==> src/evlp_pkg.sv <==
// Package for the encoder velocity and closed-loop parameter bank.
// Assumes a 32-bit Wishbone word bus; register indices are word indices.
package evlp_pkg;
	// Register indices; byte address is four times the index
	localparam logic [7:0] IDX_ERROR_DEADBAND = 8'h5F;
	localparam logic [7:0] IDX_BACKEMF_START = 8'h60;
	localparam logic [7:0] IDX_BACKEMF_ADDED = 8'h61;
	localparam logic [7:0] IDX_VEL_ZERO_TIMEOUT = 8'h62;
	localparam logic [7:0] IDX_VEL_FILTER_CFG = 8'h63;
	localparam logic [7:0] IDX_MODE_CONTROL = 8'h64;
	localparam logic [7:0] IDX_RAW_VELOCITY = 8'h65;
	localparam logic [7:0] IDX_MEAN_VELOCITY = 8'h66;
	localparam logic [7:0] IDX_ENCODER_RES = 8'h67;

	// Reset values
	localparam logic [31:0] RST_ERROR_DEADBAND = 32'h0000_0000;
	localparam logic [23:0] RST_BACKEMF_START = 24'h00_0000;
	localparam logic [31:0] RST_BACKEMF_ADDED = 32'h0000_0000;
	localparam logic [31:0] RST_VEL_ZERO_TIMEOUT = 32'h000F_FFFF;
	localparam logic [31:0] RST_VEL_FILTER_CFG = 32'h0000_0000;
	localparam logic [3:0] RST_MODE_CONTROL = 4'h0;
	localparam logic [31:0] RST_ENCODER_RES = 32'h0000_0000;

	// Field positions
	localparam int POS_DB_MSB = 19;
	localparam int GAIN_DB_MSB = 7;
	localparam int SAMPLE_DELAY_MSB = 7;
	localparam int FILTER_EXP_LSB = 8;
	localparam int FILTER_EXP_MSB = 11;
	localparam int INTERVAL_LSB = 16;
	localparam int INTERVAL_MSB = 31;
	localparam int MODE_CLOSED_LOOP = 0;
	localparam int MODE_STALL = 1;
	localparam int MODE_ENC_LSB = 2;
	localparam int MODE_ENC_MSB = 3;

	// Fixed figures
	localparam logic [31:0] UNITY_GAIN = 32'h0001_0000;
	localparam logic [15:0] MIN_UPDATE_INTERVAL = 16'h0100;
	localparam int JUMP_FRACTION_SHIFT = 3;
	localparam int JUMP_MULT_SHIFT = 8;
	localparam int CLK_PERIOD_NS = 10;
	localparam int CLK_HZ = 1000000000 / CLK_PERIOD_NS;

	typedef enum logic [1:0] {
		ENC_QUADRATURE,
		ENC_SSI,
		ENC_SPI,
		ENC_RESERVED
	} evlp_enc_t;

	typedef enum logic {
		DIV_IDLE,
		DIV_RUN
	} evlp_div_t;
endpackage : evlp_pkg

==> src/evlp_core.sv <==
// Encoder velocity and closed-loop parameter bank with Wishbone slave.
// Assumes quadrature pins are asynchronous; absolute samples and
// loop inputs arrive on i_ref_clk from neighbouring logic.
// Function
// - Zero the PID position error while its magnitude is below the deadband.
// - Hold position gain at unity while deviation magnitude is below gain deadband.
// - In closed loop, start back-EMF compensation once encoder velocity reaches the start velocity.
// - Start velocity register doubles as stall mode minimum velocity when enabled.
// - Same register is the fullstep switch velocity without stall or closed loop.
// - Add the additional velocity to encoder velocity for maximum angle.
// - Additional velocity register is a stall mode configuration word when active.
// - Clear mean velocity after timeout cycles with no incremental change.
// - Wait the programmed sample delay between two mean velocity samples.
// - Serial encoders use the serial request period as sample delay.
// - Limit absolute jumps to multiplier/256 times one eighth of resolution.
// - A zero multiplier allows jumps up to one eighth of resolution.
// - The filter exponent field sets mean velocity smoothing strength.
// - Incremental velocity updates every interval cycles, at least 256.
// - Absolute encoders run the control cycle at the programmed period.
// - Quadrature encoders run the control cycle at the fastest rate.
// - Raw encoder velocity reads as signed 32-bit pulses per second.
// - Mean encoder velocity reads as signed 32-bit pulses per second.
//
// The implementer's own choice: register access over Wishbone.
module evlp_core
	import evlp_pkg::*;
#(
	parameter int ADR_W = 8
) (
	input wire logic i_ref_clk,
	input wire logic i_rst_n,
	input wire logic i_wb_cyc,
	input wire logic i_wb_stb,
	input wire logic i_wb_we,
	input wire logic [ADR_W+1:2] i_wb_adr,
	input wire logic [3:0] i_wb_sel,
	input wire logic [31:0] i_wb_dat,
	output logic [31:0] o_wb_dat,
	output logic o_wb_ack,
	input wire logic i_enc_a,
	input wire logic i_enc_b,
	input wire logic i_abs_valid,
	input wire logic [31:0] i_abs_position,
	input wire logic [15:0] i_serial_request_period,
	input wire logic signed [31:0] i_pid_position_error,
	input wire logic signed [31:0] i_encoder_position_deviation,
	input wire logic [31:0] i_position_gain,
	output logic signed [31:0] o_pid_position_error,
	output logic [31:0] o_position_gain,
	output logic o_backemf_active,
	output logic [31:0] o_backemf_velocity_sum,
	output logic [23:0] o_stall_mode_min_velocity,
	output logic [23:0] o_fullstep_switch_velocity,
	output logic [31:0] o_stall_mode_config,
	output logic o_control_tick,
	output logic o_abs_jump_error
);
	if (ADR_W < 7) begin : g_adr_check
		$error("ADR_W too small for the register indices");
	end

	function automatic logic [31:0] mag(input logic signed [31:0] v);
		mag = v[31] ? 32'(-v) : 32'(v);
	endfunction : mag

	// Wishbone slave: one wait state, registered ack
	logic ack_q;
	logic [31:0] rdat_q;
	logic [31:0] error_deadband_q;
	logic [23:0] backemf_start_velocity_q;
	logic [31:0] backemf_added_velocity_q;
	logic [31:0] velocity_zero_timeout_q;
	logic [31:0] velocity_filter_config_q;
	logic [3:0] mode_control_q;
	logic [31:0] encoder_resolution_q;
	logic signed [31:0] raw_velocity_q;
	logic signed [31:0] mean_velocity_q;
	logic [7:0] idx;
	logic wr_en;

	assign idx = 8'(i_wb_adr);
	// Write commits on the edge where the master sees ack
	assign wr_en = i_wb_cyc && i_wb_stb && i_wb_we && ack_q;
	assign o_wb_ack = ack_q;
	assign o_wb_dat = rdat_q;

	function automatic logic [31:0] merge(input logic [31:0] old, input logic [31:0] nw,
		input logic [3:0] sel);
		for (int b = 0; b < 4; b++) begin
			merge[b*8 +: 8] = sel[b] ? nw[b*8 +: 8] : old[b*8 +: 8];
		end
	endfunction : merge

	always_ff @(posedge i_ref_clk or negedge i_rst_n) begin
		if (!i_rst_n) begin
			ack_q <= 1'b0;
			rdat_q <= 32'h0000_0000;
		end else begin
			ack_q <= i_wb_cyc && i_wb_stb && !ack_q;
			rdat_q <= 32'h0000_0000;
			if (i_wb_cyc && i_wb_stb && !i_wb_we && !ack_q) begin
				case (idx)
					IDX_MODE_CONTROL: rdat_q <= {28'h000_0000, mode_control_q};
					IDX_RAW_VELOCITY: rdat_q <= raw_velocity_q;
					IDX_MEAN_VELOCITY: rdat_q <= mean_velocity_q;
					IDX_ENCODER_RES: rdat_q <= encoder_resolution_q;
					default: rdat_q <= 32'h0000_0000;
				endcase
			end
		end
	end

	always_ff @(posedge i_ref_clk or negedge i_rst_n) begin
		if (!i_rst_n) begin
			error_deadband_q <= RST_ERROR_DEADBAND;
			backemf_start_velocity_q <= RST_BACKEMF_START;
			backemf_added_velocity_q <= RST_BACKEMF_ADDED;
			velocity_zero_timeout_q <= RST_VEL_ZERO_TIMEOUT;
			velocity_filter_config_q <= RST_VEL_FILTER_CFG;
			mode_control_q <= RST_MODE_CONTROL;
			encoder_resolution_q <= RST_ENCODER_RES;
		end else if (wr_en) begin
			case (idx)
				IDX_ERROR_DEADBAND:
					error_deadband_q <= merge(error_deadband_q, i_wb_dat, i_wb_sel);
				IDX_BACKEMF_START:
					backemf_start_velocity_q <= 24'(merge({8'h00, backemf_start_velocity_q},
						i_wb_dat, i_wb_sel));
				IDX_BACKEMF_ADDED:
					backemf_added_velocity_q <= merge(backemf_added_velocity_q, i_wb_dat,
						i_wb_sel);
				IDX_VEL_ZERO_TIMEOUT:
					velocity_zero_timeout_q <= merge(velocity_zero_timeout_q, i_wb_dat,
						i_wb_sel);
				IDX_VEL_FILTER_CFG:
					velocity_filter_config_q <= merge(velocity_filter_config_q, i_wb_dat,
						i_wb_sel);
				IDX_MODE_CONTROL:
					mode_control_q <= 4'(merge({28'h000_0000, mode_control_q}, i_wb_dat,
						i_wb_sel));
				IDX_ENCODER_RES:
					encoder_resolution_q <= merge(encoder_resolution_q, i_wb_dat, i_wb_sel);
				default: ;
			endcase
		end
	end

	// Field views
	logic closed_loop_en;
	logic stall_en;
	evlp_enc_t enc_type;
	logic is_serial;
	logic [7:0] sample_delay_field;
	logic [3:0] filter_exp;
	logic [15:0] interval_field;
	logic [15:0] update_interval;
	assign closed_loop_en = mode_control_q[MODE_CLOSED_LOOP];
	assign stall_en = mode_control_q[MODE_STALL];
	assign enc_type = evlp_enc_t'(mode_control_q[MODE_ENC_MSB:MODE_ENC_LSB]);
	assign is_serial = (enc_type == ENC_SSI) || (enc_type == ENC_SPI);
	assign sample_delay_field = velocity_filter_config_q[SAMPLE_DELAY_MSB:0];
	assign filter_exp = velocity_filter_config_q[FILTER_EXP_MSB:FILTER_EXP_LSB];
	assign interval_field = velocity_filter_config_q[INTERVAL_MSB:INTERVAL_LSB];
	assign update_interval = (interval_field < MIN_UPDATE_INTERVAL) ?
		MIN_UPDATE_INTERVAL : interval_field;

	// Loop outputs
	always_ff @(posedge i_ref_clk or negedge i_rst_n) begin
		if (!i_rst_n) begin
			o_pid_position_error <= 32'sh0000_0000;
			o_position_gain <= UNITY_GAIN;
			o_backemf_active <= 1'b0;
			o_backemf_velocity_sum <= 32'h0000_0000;
			o_stall_mode_min_velocity <= 24'h00_0000;
			o_fullstep_switch_velocity <= 24'h00_0000;
			o_stall_mode_config <= 32'h0000_0000;
		end else begin
			o_pid_position_error <= (mag(i_pid_position_error) <
				{12'h000, error_deadband_q[POS_DB_MSB:0]}) ? 32'sh0 : i_pid_position_error;
			o_position_gain <= (mag(i_encoder_position_deviation) <
				{24'h00_0000, error_deadband_q[GAIN_DB_MSB:0]}) ? UNITY_GAIN : i_position_gain;
			o_backemf_active <= closed_loop_en &&
				(mag(raw_velocity_q) >= {8'h00, backemf_start_velocity_q});
			o_backemf_velocity_sum <= mag(raw_velocity_q) +
				{8'h00, backemf_added_velocity_q[23:0]};
			o_stall_mode_min_velocity <= stall_en ? backemf_start_velocity_q : 24'h00_0000;
			o_fullstep_switch_velocity <= (!stall_en && !closed_loop_en) ?
				backemf_start_velocity_q : 24'h00_0000;
			o_stall_mode_config <= stall_en ? backemf_added_velocity_q : 32'h0000_0000;
		end
	end

	// Quadrature input: two-stage synchroniser, then decode
	logic [1:0] ab_meta_q;
	logic [1:0] ab_sync_q;
	logic [1:0] ab_prev_q;
	always_ff @(posedge i_ref_clk or negedge i_rst_n) begin
		if (!i_rst_n) begin
			ab_meta_q <= 2'h0;
			ab_sync_q <= 2'h0;
			ab_prev_q <= 2'h0;
		end else begin
			ab_meta_q <= {i_enc_a, i_enc_b};
			ab_sync_q <= ab_meta_q;
			ab_prev_q <= ab_sync_q;
		end
	end

	function automatic logic signed [1:0] quad_step(input logic [1:0] p, input logic [1:0] c);
		case ({p, c})
			4'h1, 4'h7, 4'hE, 4'h8: quad_step = 2'sb01;
			4'h2, 4'hB, 4'hD, 4'h4: quad_step = 2'sb11;
			default: quad_step = 2'sb00;
		endcase
	endfunction : quad_step

	logic signed [1:0] step;
	logic is_quad;
	assign step = quad_step(ab_prev_q, ab_sync_q);
	assign is_quad = (enc_type == ENC_QUADRATURE);

	// Velocity source: pulse count per interval or absolute delta per period
	logic signed [31:0] pulse_count_q;
	logic [15:0] interval_cnt_q;
	logic [31:0] last_abs_q;
	logic abs_seen_q;
	logic div_start;
	logic signed [31:0] div_num;
	logic [15:0] div_den;
	logic interval_done;
	logic signed [31:0] abs_delta;
	logic [31:0] jump_base;
	logic [31:0] jump_limit;
	logic abs_ok;
	logic [15:0] loop_period;

	assign interval_done = is_quad && (interval_cnt_q >= update_interval - 16'h0001);
	assign abs_delta = $signed(i_abs_position - last_abs_q);
	assign jump_base = encoder_resolution_q >> JUMP_FRACTION_SHIFT;
	assign jump_limit = (sample_delay_field == 8'h00) ? jump_base :
		32'(({8'h00, jump_base} * 40'(sample_delay_field)) >> JUMP_MULT_SHIFT);
	assign abs_ok = !abs_seen_q || (mag(abs_delta) <= jump_limit);
	assign loop_period = (interval_field == 16'h0000) ? 16'h0001 : interval_field;
	assign div_start = interval_done || (!is_quad && i_abs_valid && abs_ok && abs_seen_q);
	assign div_num = is_quad ? pulse_count_q + 32'(step) : abs_delta;
	assign div_den = is_quad ? update_interval : loop_period;

	always_ff @(posedge i_ref_clk or negedge i_rst_n) begin
		if (!i_rst_n) begin
			pulse_count_q <= 32'sh0;
			interval_cnt_q <= 16'h0000;
		end else if (interval_done || !is_quad) begin
			pulse_count_q <= 32'sh0;
			interval_cnt_q <= 16'h0000;
		end else begin
			pulse_count_q <= pulse_count_q + 32'(step);
			interval_cnt_q <= interval_cnt_q + 16'h0001;
		end
	end

	always_ff @(posedge i_ref_clk or negedge i_rst_n) begin
		if (!i_rst_n) begin
			last_abs_q <= 32'h0000_0000;
			abs_seen_q <= 1'b0;
			o_abs_jump_error <= 1'b0;
		end else begin
			o_abs_jump_error <= !is_quad && i_abs_valid && !abs_ok;
			if (!is_quad && i_abs_valid && abs_ok) begin
				last_abs_q <= i_abs_position;
				abs_seen_q <= 1'b1;
			end else if (is_quad) begin
				abs_seen_q <= 1'b0;
			end
		end
	end

	// Control tick: every cycle for quadrature, programmed period otherwise
	logic [15:0] loop_cnt_q;
	always_ff @(posedge i_ref_clk or negedge i_rst_n) begin
		if (!i_rst_n) begin
			loop_cnt_q <= 16'h0000;
			o_control_tick <= 1'b0;
		end else if (is_quad) begin
			loop_cnt_q <= 16'h0000;
			o_control_tick <= 1'b1;
		end else if (loop_cnt_q >= loop_period - 16'h0001) begin
			loop_cnt_q <= 16'h0000;
			o_control_tick <= 1'b1;
		end else begin
			loop_cnt_q <= loop_cnt_q + 16'h0001;
			o_control_tick <= 1'b0;
		end
	end

	// Serial divider: |count| * CLK_HZ / cycles; a start while busy is dropped,
	// which costs one stale update but never a wrong one
	evlp_div_t div_state_q;
	logic [63:0] dividend_q;
	logic [16:0] rem_q;
	logic [15:0] den_q;
	logic neg_q;
	logic [6:0] bit_cnt_q;
	logic [16:0] rem_try;
	assign rem_try = {rem_q[15:0], dividend_q[63]};

	always_ff @(posedge i_ref_clk or negedge i_rst_n) begin
		if (!i_rst_n) begin
			div_state_q <= DIV_IDLE;
			dividend_q <= 64'h0;
			rem_q <= 17'h0;
			den_q <= 16'h0001;
			neg_q <= 1'b0;
			bit_cnt_q <= 7'h00;
			raw_velocity_q <= 32'sh0;
		end else begin
			case (div_state_q)
				DIV_IDLE: begin
					if (div_start) begin
						dividend_q <= 64'(mag(div_num)) * 64'(CLK_HZ);
						rem_q <= 17'h0;
						den_q <= div_den;
						neg_q <= div_num[31];
						bit_cnt_q <= 7'h40;
						div_state_q <= DIV_RUN;
					end
				end
				DIV_RUN: begin
					if (rem_try >= {1'b0, den_q}) begin
						rem_q <= rem_try - {1'b0, den_q};
						dividend_q <= {dividend_q[62:0], 1'b1};
					end else begin
						rem_q <= rem_try;
						dividend_q <= {dividend_q[62:0], 1'b0};
					end
					bit_cnt_q <= bit_cnt_q - 7'h01;
					if (bit_cnt_q == 7'h01) begin
						div_state_q <= DIV_IDLE;
						raw_velocity_q <= neg_q ? -$signed({dividend_q[30:0], rem_try >= {1'b0, den_q}})
							: $signed({dividend_q[30:0], rem_try >= {1'b0, den_q}});
					end
				end
				default: div_state_q <= DIV_IDLE;
			endcase
		end
	end

	// Mean filter sampling and zero timeout
	logic [15:0] sample_delay;
	logic [15:0] sample_cnt_q;
	logic [31:0] idle_cnt_q;
	logic sample_now;
	logic zero_now;
	logic signed [32:0] mean_diff;
	assign sample_delay = is_serial ? i_serial_request_period : {8'h00, sample_delay_field};
	assign sample_now = sample_cnt_q >= sample_delay;
	assign zero_now = is_quad && (idle_cnt_q >= velocity_zero_timeout_q);
	assign mean_diff = 33'(raw_velocity_q) - 33'(mean_velocity_q);

	always_ff @(posedge i_ref_clk or negedge i_rst_n) begin
		if (!i_rst_n) begin
			sample_cnt_q <= 16'h0000;
			idle_cnt_q <= 32'h0000_0000;
			mean_velocity_q <= 32'sh0;
		end else begin
			sample_cnt_q <= sample_now ? 16'h0000 : sample_cnt_q + 16'h0001;
			if (step != 2'sb00 || !is_quad) begin
				idle_cnt_q <= 32'h0000_0000;
			end else if (!zero_now) begin
				idle_cnt_q <= idle_cnt_q + 32'h0000_0001;
			end
			if (zero_now) begin
				mean_velocity_q <= 32'sh0;
			end else if (sample_now) begin
				mean_velocity_q <= mean_velocity_q + 32'(mean_diff >>> filter_exp);
			end
		end
	end

	// Checks
	unity_gain_a: assert property (@(posedge i_ref_clk) disable iff (!i_rst_n)
		(mag(i_encoder_position_deviation) < {24'h0, error_deadband_q[7:0]})
		|=> (o_position_gain == UNITY_GAIN)) else $error("gain not held at unity");
	err_deadband_a: assert property (@(posedge i_ref_clk) disable iff (!i_rst_n)
		(mag(i_pid_position_error) < {12'h0, error_deadband_q[19:0]})
		|=> (o_pid_position_error == 0)) else $error("error not zeroed in deadband");
	backemf_start_a: assert property (@(posedge i_ref_clk) disable iff (!i_rst_n)
		o_backemf_active |-> $past(closed_loop_en)) else $error("back-EMF without closed loop");
	stall_alias_a: assert property (@(posedge i_ref_clk) disable iff (!i_rst_n)
		$past(stall_en) |-> o_stall_mode_min_velocity == $past(backemf_start_velocity_q))
		else $error("stall minimum velocity not aliased");
	fullstep_alias_a: assert property (@(posedge i_ref_clk) disable iff (!i_rst_n)
		($past(stall_en) || $past(closed_loop_en)) |-> o_fullstep_switch_velocity == 0)
		else $error("fullstep velocity active in wrong mode");
	zero_mean_a: assert property (@(posedge i_ref_clk) disable iff (!i_rst_n)
		zero_now |=> mean_velocity_q == 0) else $error("mean not cleared on timeout");
	min_interval_a: assert property (@(posedge i_ref_clk) disable iff (!i_rst_n)
		interval_done |-> interval_cnt_q >= 16'h00FF) else $error("interval below 256");
	quad_tick_a: assert property (@(posedge i_ref_clk) disable iff (!i_rst_n)
		is_quad ##1 is_quad ##1 is_quad |-> o_control_tick) else $error("quadrature tick missing");
	jump_reject_a: assert property (@(posedge i_ref_clk) disable iff (!i_rst_n)
		(!is_quad && i_abs_valid && abs_seen_q && mag(abs_delta) > jump_limit)
		|=> o_abs_jump_error) else $error("jump not flagged");
	wb_ack_a: assert property (@(posedge i_ref_clk) disable iff (!i_rst_n)
		(i_wb_cyc && i_wb_stb && !o_wb_ack) |=> o_wb_ack) else $error("ack late");
endmodule : evlp_core

==> config.mk <==
export PLATFORM = sky130hd
export DESIGN_NAME = evlp_core
export DESIGN_NICKNAME = d
export VERILOG_FILES = /design/src/evlp_pkg.sv /design/src/evlp_core.sv
export SDC_FILE = /design/constraint.sdc
export NUM_CORES = 2
export LEC_CHECK = 0
export BUFFER_PORTS_ARGS = -buffer_cell sky130_fd_sc_hd__buf_4
export CORE_ASPECT_RATIO = 0.5
export CORE_MARGIN = 2
export CORE_UTILIZATION = 57
export DETAILED_ROUTE_END_ITERATION = 12
export PLACE_DENSITY = 0.78
export SYNTH_ARGS = -nofsm -noshare
export SYNTH_HDL_FRONTEND = slang
export SYNTH_SLANG_ARGS = --single-unit
==> constraint.sdc <==
create_clock -name i_ref_clk -period 10.6 [get_ports i_ref_clk]
set_input_delay 2.12 -clock i_ref_clk [delete_from_list [all_inputs] [get_ports i_ref_clk]]
set_output_delay 2.12 -clock i_ref_clk [all_outputs]
set_load 0.02 [all_outputs]
# Word-level counts from Yosys, hierarchy flattened
# Memories as Yosys holds them, arrays and structs flattened.
# Cells that the tools add are included.
[op_classes]
eq_ne = 14
n_mux = 43
n_mul = 2
order_cmp = 10
bitwise_logic = 1
n_shift = 1
reduce_logical = 57
add_sub_neg = 19
[ops]
columns = ["op", "count"]
rows = [
  ["2-to-1 mux 32 bit", 16],
  ["negator 32 bit", 6],
  ["2-to-1 mux 16 bit", 10],
  ["one-hot mux 32 bit (4 select lines)", 1],
  ["one-hot mux 64 bit (2 select lines)", 1],
  ["equality test 8 x 7 -> 1 bit (second input constant)", 9],
  ["AND reduction 3 bit", 23],
  ["2-to-1 mux 64 bit", 1],
  ["multiplier 32 x 19 -> 51 bit (second input constant)", 1],
  ["adder 16 x 1 -> 16 bit (second input constant)", 3],
  [">= comparator 16 bit", 3],
  ["2-to-1 mux 24 bit", 2],
  ["multiplier 29 x 8 -> 37 bit", 1],
  [">>> shifter 33 x 4 -> 32 bit", 1],
  ["subtractor 32 x 32 -> 33 bit", 1],
  ["adder 32 x 1 -> 32 bit (second input constant)", 1],
  ["adder 32 x 2 -> 32 bit", 1],
  ["adder 32 x 24 -> 32 bit", 1],
  ["adder 32 bit", 1],
  [">= comparator 32 x 24 -> 1 bit", 1],
  [">= comparator 32 bit", 1],
  ["less-or-equal comparator 32 x 29 -> 1 bit", 1],
  ["less-than comparator 32 x 20 -> 1 bit", 1],
  ["less-than comparator 32 x 8 -> 1 bit", 1],
  ["other kinds (26)", 59],
]
[totals]
reg_bits = 704
elab_cells = 200
rom_bits = 32
n_memories = 1
out_inout_bits = 212
[mem_list]
columns = ["memory", "depth", "width", "read_ports", "rd_clocked_by_memory_dff", "wr", "line_no", "rtl"]
rows = [
  ["(no name shown)", 16, 2, 1, 0, 0, "evlp_core.sv:210", "case ({p, c})"],
]

# Logic depth before layout (Yosys ltp)
[logic_depth]
ltp_word = 10
mapped_depth = 42

# Worst setup path after synthesis
# Ideal clock, no wire load.
[synth_timing]
path_kind = "input -> register"
start = "in i_abs_position[24]"
end = "reg dividend_q[57]"
arrival_time_ns = 10.969
path_slack_ns = -0.452
path_buffers = 3
required_time_ns = 10.517
setup_time_ns = 0.083
path_stages = 35
path_cell_list = "ha_1 > clkbuf_1 > a21oi_1 > o21ai_0 > o41ai_1 > o21a_1 > nand2b_1 > a211o_1 > a22oi_1 > nand2_1 > clkbuf_1 > clkbuf_1 > a31oi_1 > xnor2_1 > fa_1 > fa_1 > fa_1 > fa_1 > fa_1 > inv_1 > fa_1 > inv_1 > ha_1 > nand4_1 > nor2_1 > nand2_1 > nor4_1 > nor2_1 > or4_1 > a41oi_1 > a41oi_1 > nand2b_1 > a21oi_1 > xor2_1 > o21ai_0"
[synth_via]
elab_chain_len = 9
word_cells_on_any_way = 15
[synth_lines]
columns = ["item", "line_no", "rtl"]
rows = [
  ["start: declaration", "evlp_core.sv:43", "input wire logic [31:0] i_abs_position,"],
  ["subtractor 32 bit *", "evlp_core.sv:238", "assign abs_delta = $signed(i_abs_position - last_abs_q);"],
  ["parallel branches: the longest is 8 deep, another holds multiplier 32 x 19 -> 51 bit", "-", ""],
  ["end signal: assignment", "evlp_core.sv:319", "dividend_q <= 64'(mag(div_num)) * 64'(CLK_HZ);"],
  ["end signal: assignment", "evlp_core.sv:330", "dividend_q <= {dividend_q[62:0], 1'b1};"],
  ["end signal: assignment", "evlp_core.sv:333", "dividend_q <= {dividend_q[62:0], 1'b0};"],
  ["end: declaration", "evlp_core.sv:298", "logic [63:0] dividend_q;"],
]
# Every way passes the cells marked *. The select of a mux whose other input is x is not followed.
# A chain may end at the register's enable or synchronous reset.

# Worst setup path after layout
[layout_timing]
start = "in i_abs_position[0]"
end = "reg dividend_q[55]"
# Same word-level chain as after synthesis.

==> flow_summary.yaml <==
floorplanning:
  initial_core_util_pct: 57.3
  die_w_um: 479
  row_count: 87
  core-area_mm2: 0.112
  die-area_mm2: 0.116
  die_h_um: 241
  num_io_pins: 408
logic_synthesis:
  syn_area_per_cell_um2: 9.31
  synth-warning-count: 0
  synth_mux_area_share_pct: 6.76
  synth_top_area_share_pct: 26.5
  synth_top_family_by_area: "adder cells"
  synth_fp_nets: 8138
  syn-cell-area_mm2: 0.0643
  yosysSeqAreaShare_pct: 27.4
  ys_types: 94
  ys.flop_type: "dfrtp_1"
  async_flop_share_pct: 100
  synth_compound_area_share_pct: 13.1
  synthXorXnorAreaFrac_pct: 6.00
  synth-edff-count: 0
  yosys.area_share.simple_pct: 14.9
  yosys-top-cells-area: "dfrtp_1 27%, fa_1 14%, ha_1 12%"
  ys_ff_latch: 704
  synth.largest_area_cell: "dfrtp_1"
  synthCells: 6905
  synthAdderAreaFrac_pct: 25.4
detailed_routing:
  via_per_inst: 5.86
  wirelength_mm: 187
  drtIter0Drc: 4689
  drc: 0
  ant_nets: 0
  wl_per_cell_um: 20.4
  firstDrtPassIters: 7
  routed-via-count: 53922
cts:
  numCtsBuffers: 71
  cts.sinks: 704
  cts_hold_buf: 0
  cts_buffer_depth: 3
  cts_max_level: 3
  clk_pin_slew_ps: 60
  cts-root-buf: "clkbuf_16"
  cts_tree: "done"
  clkLatencyLatePin_ps: 720
global_routing:
  grt_pass1_vias: 53116
  grt_pass1_wl_mm: 294
  grt_use_total_pct: 32.4
  grt_overflow: 0
  antenna_found_initial: 4
  grt_max_degree: 156
place:
  post-place-ws_ps: -694
  dp.cells: 9056
  post-dp-hpwl_mm: 145
  portBuffers: 407
  routabilityCongestion: 0.988
worst_setup_path:
  r2r_setup_slack_ps: 400
  crit_top_cell: "inv_1"
  r2r_cells: 38
  reg2reg_from: "ab_sync_q[0]"
  cp.depth: 40
  critPathLaunch: "i_abs_position[0]"
  cpMaxStageDelayCell: "fa_1"
  critPathMaxFanout: 6
  path_class: "input pin to register"
  crit_end: "dividend_q[55]"
  setup.worst_path.start_class: "input pin"
  cp-end-kind: "register"
  critPathTopFamily: "adder cells"
  crit_path_max_incr_delay_ps: 560
  cp_num_buf_inv: 10
  timing.rr.end: "dividend_q[55]"
  arrival_ps: 10780
  worstPathRequired_ps: 11120
layout:
  final_cells: 9208
  fin_nets: 8865
  drive_above_1_share_pct: 19.3
  area_delta_synth_final_pct: 17.3
timing:
  max_freq_mhz: 97.5
  min_period_ps: 10260
  skew_ps: 53.7
  setup_ws_ps: 345
  worst_pin_slew_ps: 1180
  setup_violations: 0
  drv_slew: 0
  relSlewSlack_pct: 21.4
  setup_tns_ps: 0
  hold_viol_final: 0
  period_share_pct: 96.7
job:
  maxCapViolCount: 0
hold_path:
  hold_path_class: "register to register"
status:
  outcome: "finished, final reports clean"
## cells in the mapped netlist (24+ instances only)
cell type	count
inv_1	824
dfrtp_1	682
ha_1	591
nand2_1	566
fa_1	446
nor2_1	403
o21ai_0	330
a21oi_1	322
mux2_2	258
xnor2_1	252
and2_1	238
clkbuf_1	213
xor2_1	183
a21o_1	161
nand3_1	142
nor3_1	137
mux2i_1	110
nor2b_1	80
nand4_1	68
and3_1	67
o21a_1	58
or3_1	58
o31ai_1	52
a211oi_1	47
nand2b_1	46
nor4_1	41
a22oi_1	36
a31oi_1	36
o211ai_1	35
o311ai_0	32
o21bai_1	24
or4_1	24
## layer usage
| metal | GRT usage [%] | share of wire, % | vias to the layer above |
|---|---|---|---|
| li1 | - | - | 25035 |
| met1 | 41.8 | 41 | 26284 |
| met2 | 52.1 | 45 | 2080 |
| met3 | 6.67 | 8.2 | 517 |
| met4 | 16.3 | 5.6 | 6 |
| met5 | 0 | 0.019 | - |
## through the flow
stage	utilization, %	hold slack [ps]	instance area [um2]
finish	67.2	349	75400
global route	67.2	358	75400
global placement	64.5	333	72400
detailed placement	64.5	338	72400
floorplan	-	331	64600
CTS	66.8	351	74900
## sequential cells by signal, summed over array words and instances, names as in the netlist, 20 cells and up
signal and cells:
mean_velocity_q 32, o_fullstep_switch_velocity 24, error_deadband_q 20, o_stall_mode_config 32, backemf_start_velocity_q 24, dividend_q 64
velocity_filter_config_q 28, o_backemf_velocity_sum 32, pulse_count_q 32, o_position_gain 32, idle_cnt_q 32, last_abs_q 32
velocity_zero_timeout_q 32, backemf_added_velocity_q 32, encoder_resolution_q 32, o_wb_dat 32, raw_velocity_q 32, o_stall_mode_min_velocity 24
o_pid_position_error 32
## what timing repair did
item,CTS,global route
resized for setup,0,74
gates cloned,0,1
pin swaps,1,20
endpoints found under the setup margin,3,24
setup buffers,2,13
endpoints found under the hold margin,0,0
## area by class of cell
| cell class | count | area, um2 |
|---|---|---|
| antenna | 4 | 10.0 |
| multi-input combinational | 5119 | 43300 |
| inverter | 828 | 3110 |
| clock inverter | 38 | 531 |
| fill | 8752 | 36800 |
| timing repair buffer | 908 | 6930 |
| tap | 1513 | 1890 |
| clock buffer | 94 | 2010 |
| sequential | 704 | 17600 |
## cells in the final DEF (no fill, tap or decap), drive strengths merged, types with 14 or more instances in the layout
master	count
buf	908
inv	831
dfrtp	682
ha	591
nand2	566
fa	446
nor2	403
o21ai	335
a21oi	323
mux2	258
xnor2	255
and2	240
xor2	183
a21o	161
nand3	142
nor3	137
mux2i	110
clkbuf	94
nor2b	80
nand4	68
and3	67
or3	59
o21a	58
o31ai	52
a211oi	48
nand2b	47
nor4	43
o211ai	36
a22oi	36
a31oi	36
o311ai	32
o21bai	24
or4	24
dfstp	22
clkinv	22
nor3b	18
or2	18
mux4	16
nand3b	14
## worst reg2reg max path, delay by kind of cell (launching register included)
| kind | cells | cell delay, ps |
|---|---|---|
| AND/OR/NAND/NOR | 7 | 1780 |
| AO/OA/AOI/OAI | 13 | 2540 |
| multiplexers | 1 | 640 |
| XOR/XNOR | 1 | 170 |
| buffers and inverters | 7 | 600 |
| flip-flops | 1 | 400 |
| adder cells (fa/ha/maj) | 9 | 3890 |
## cell families (layout without fill, tap and decap cells)
| logic type | count (synthesis) | count (layout) |
|---|---|---|
| AND/OR/NAND/NOR | 1950 | 1950 |
| AO/OA/AOI/OAI | 1310 | 1310 |
| buffers and inverters | 1083 | 1868 |
| adder cells (fa/ha/maj) | 1037 | 1037 |
| flip-flops | 704 | 704 |
| XOR/XNOR | 438 | 438 |
| multiplexers | 383 | 384 |
| other | 0 | 4 |
## worst min-delay path by stage
stage          depth (start not counted)  slack (ps)    startpoint      endpoint
6_report                               0         350  ab_meta_q[1]  ab_sync_q[1]
2_1_floorplan                          0         330  ab_meta_q[0]  ab_sync_q[0]
5_1_grt                                0         360  ab_meta_q[1]  ab_sync_q[1]
4_1_cts                                0         350  ab_meta_q[1]  ab_sync_q[1]
3_3_place_gp                           0         330  ab_meta_q[0]  ab_sync_q[0]
3_5_place_dp                           0         340  ab_meta_q[1]  ab_sync_q[1]
Power is not shown: default switching activity piles up to over one toggle a cycle in this logic, so the estimate is an artifact.
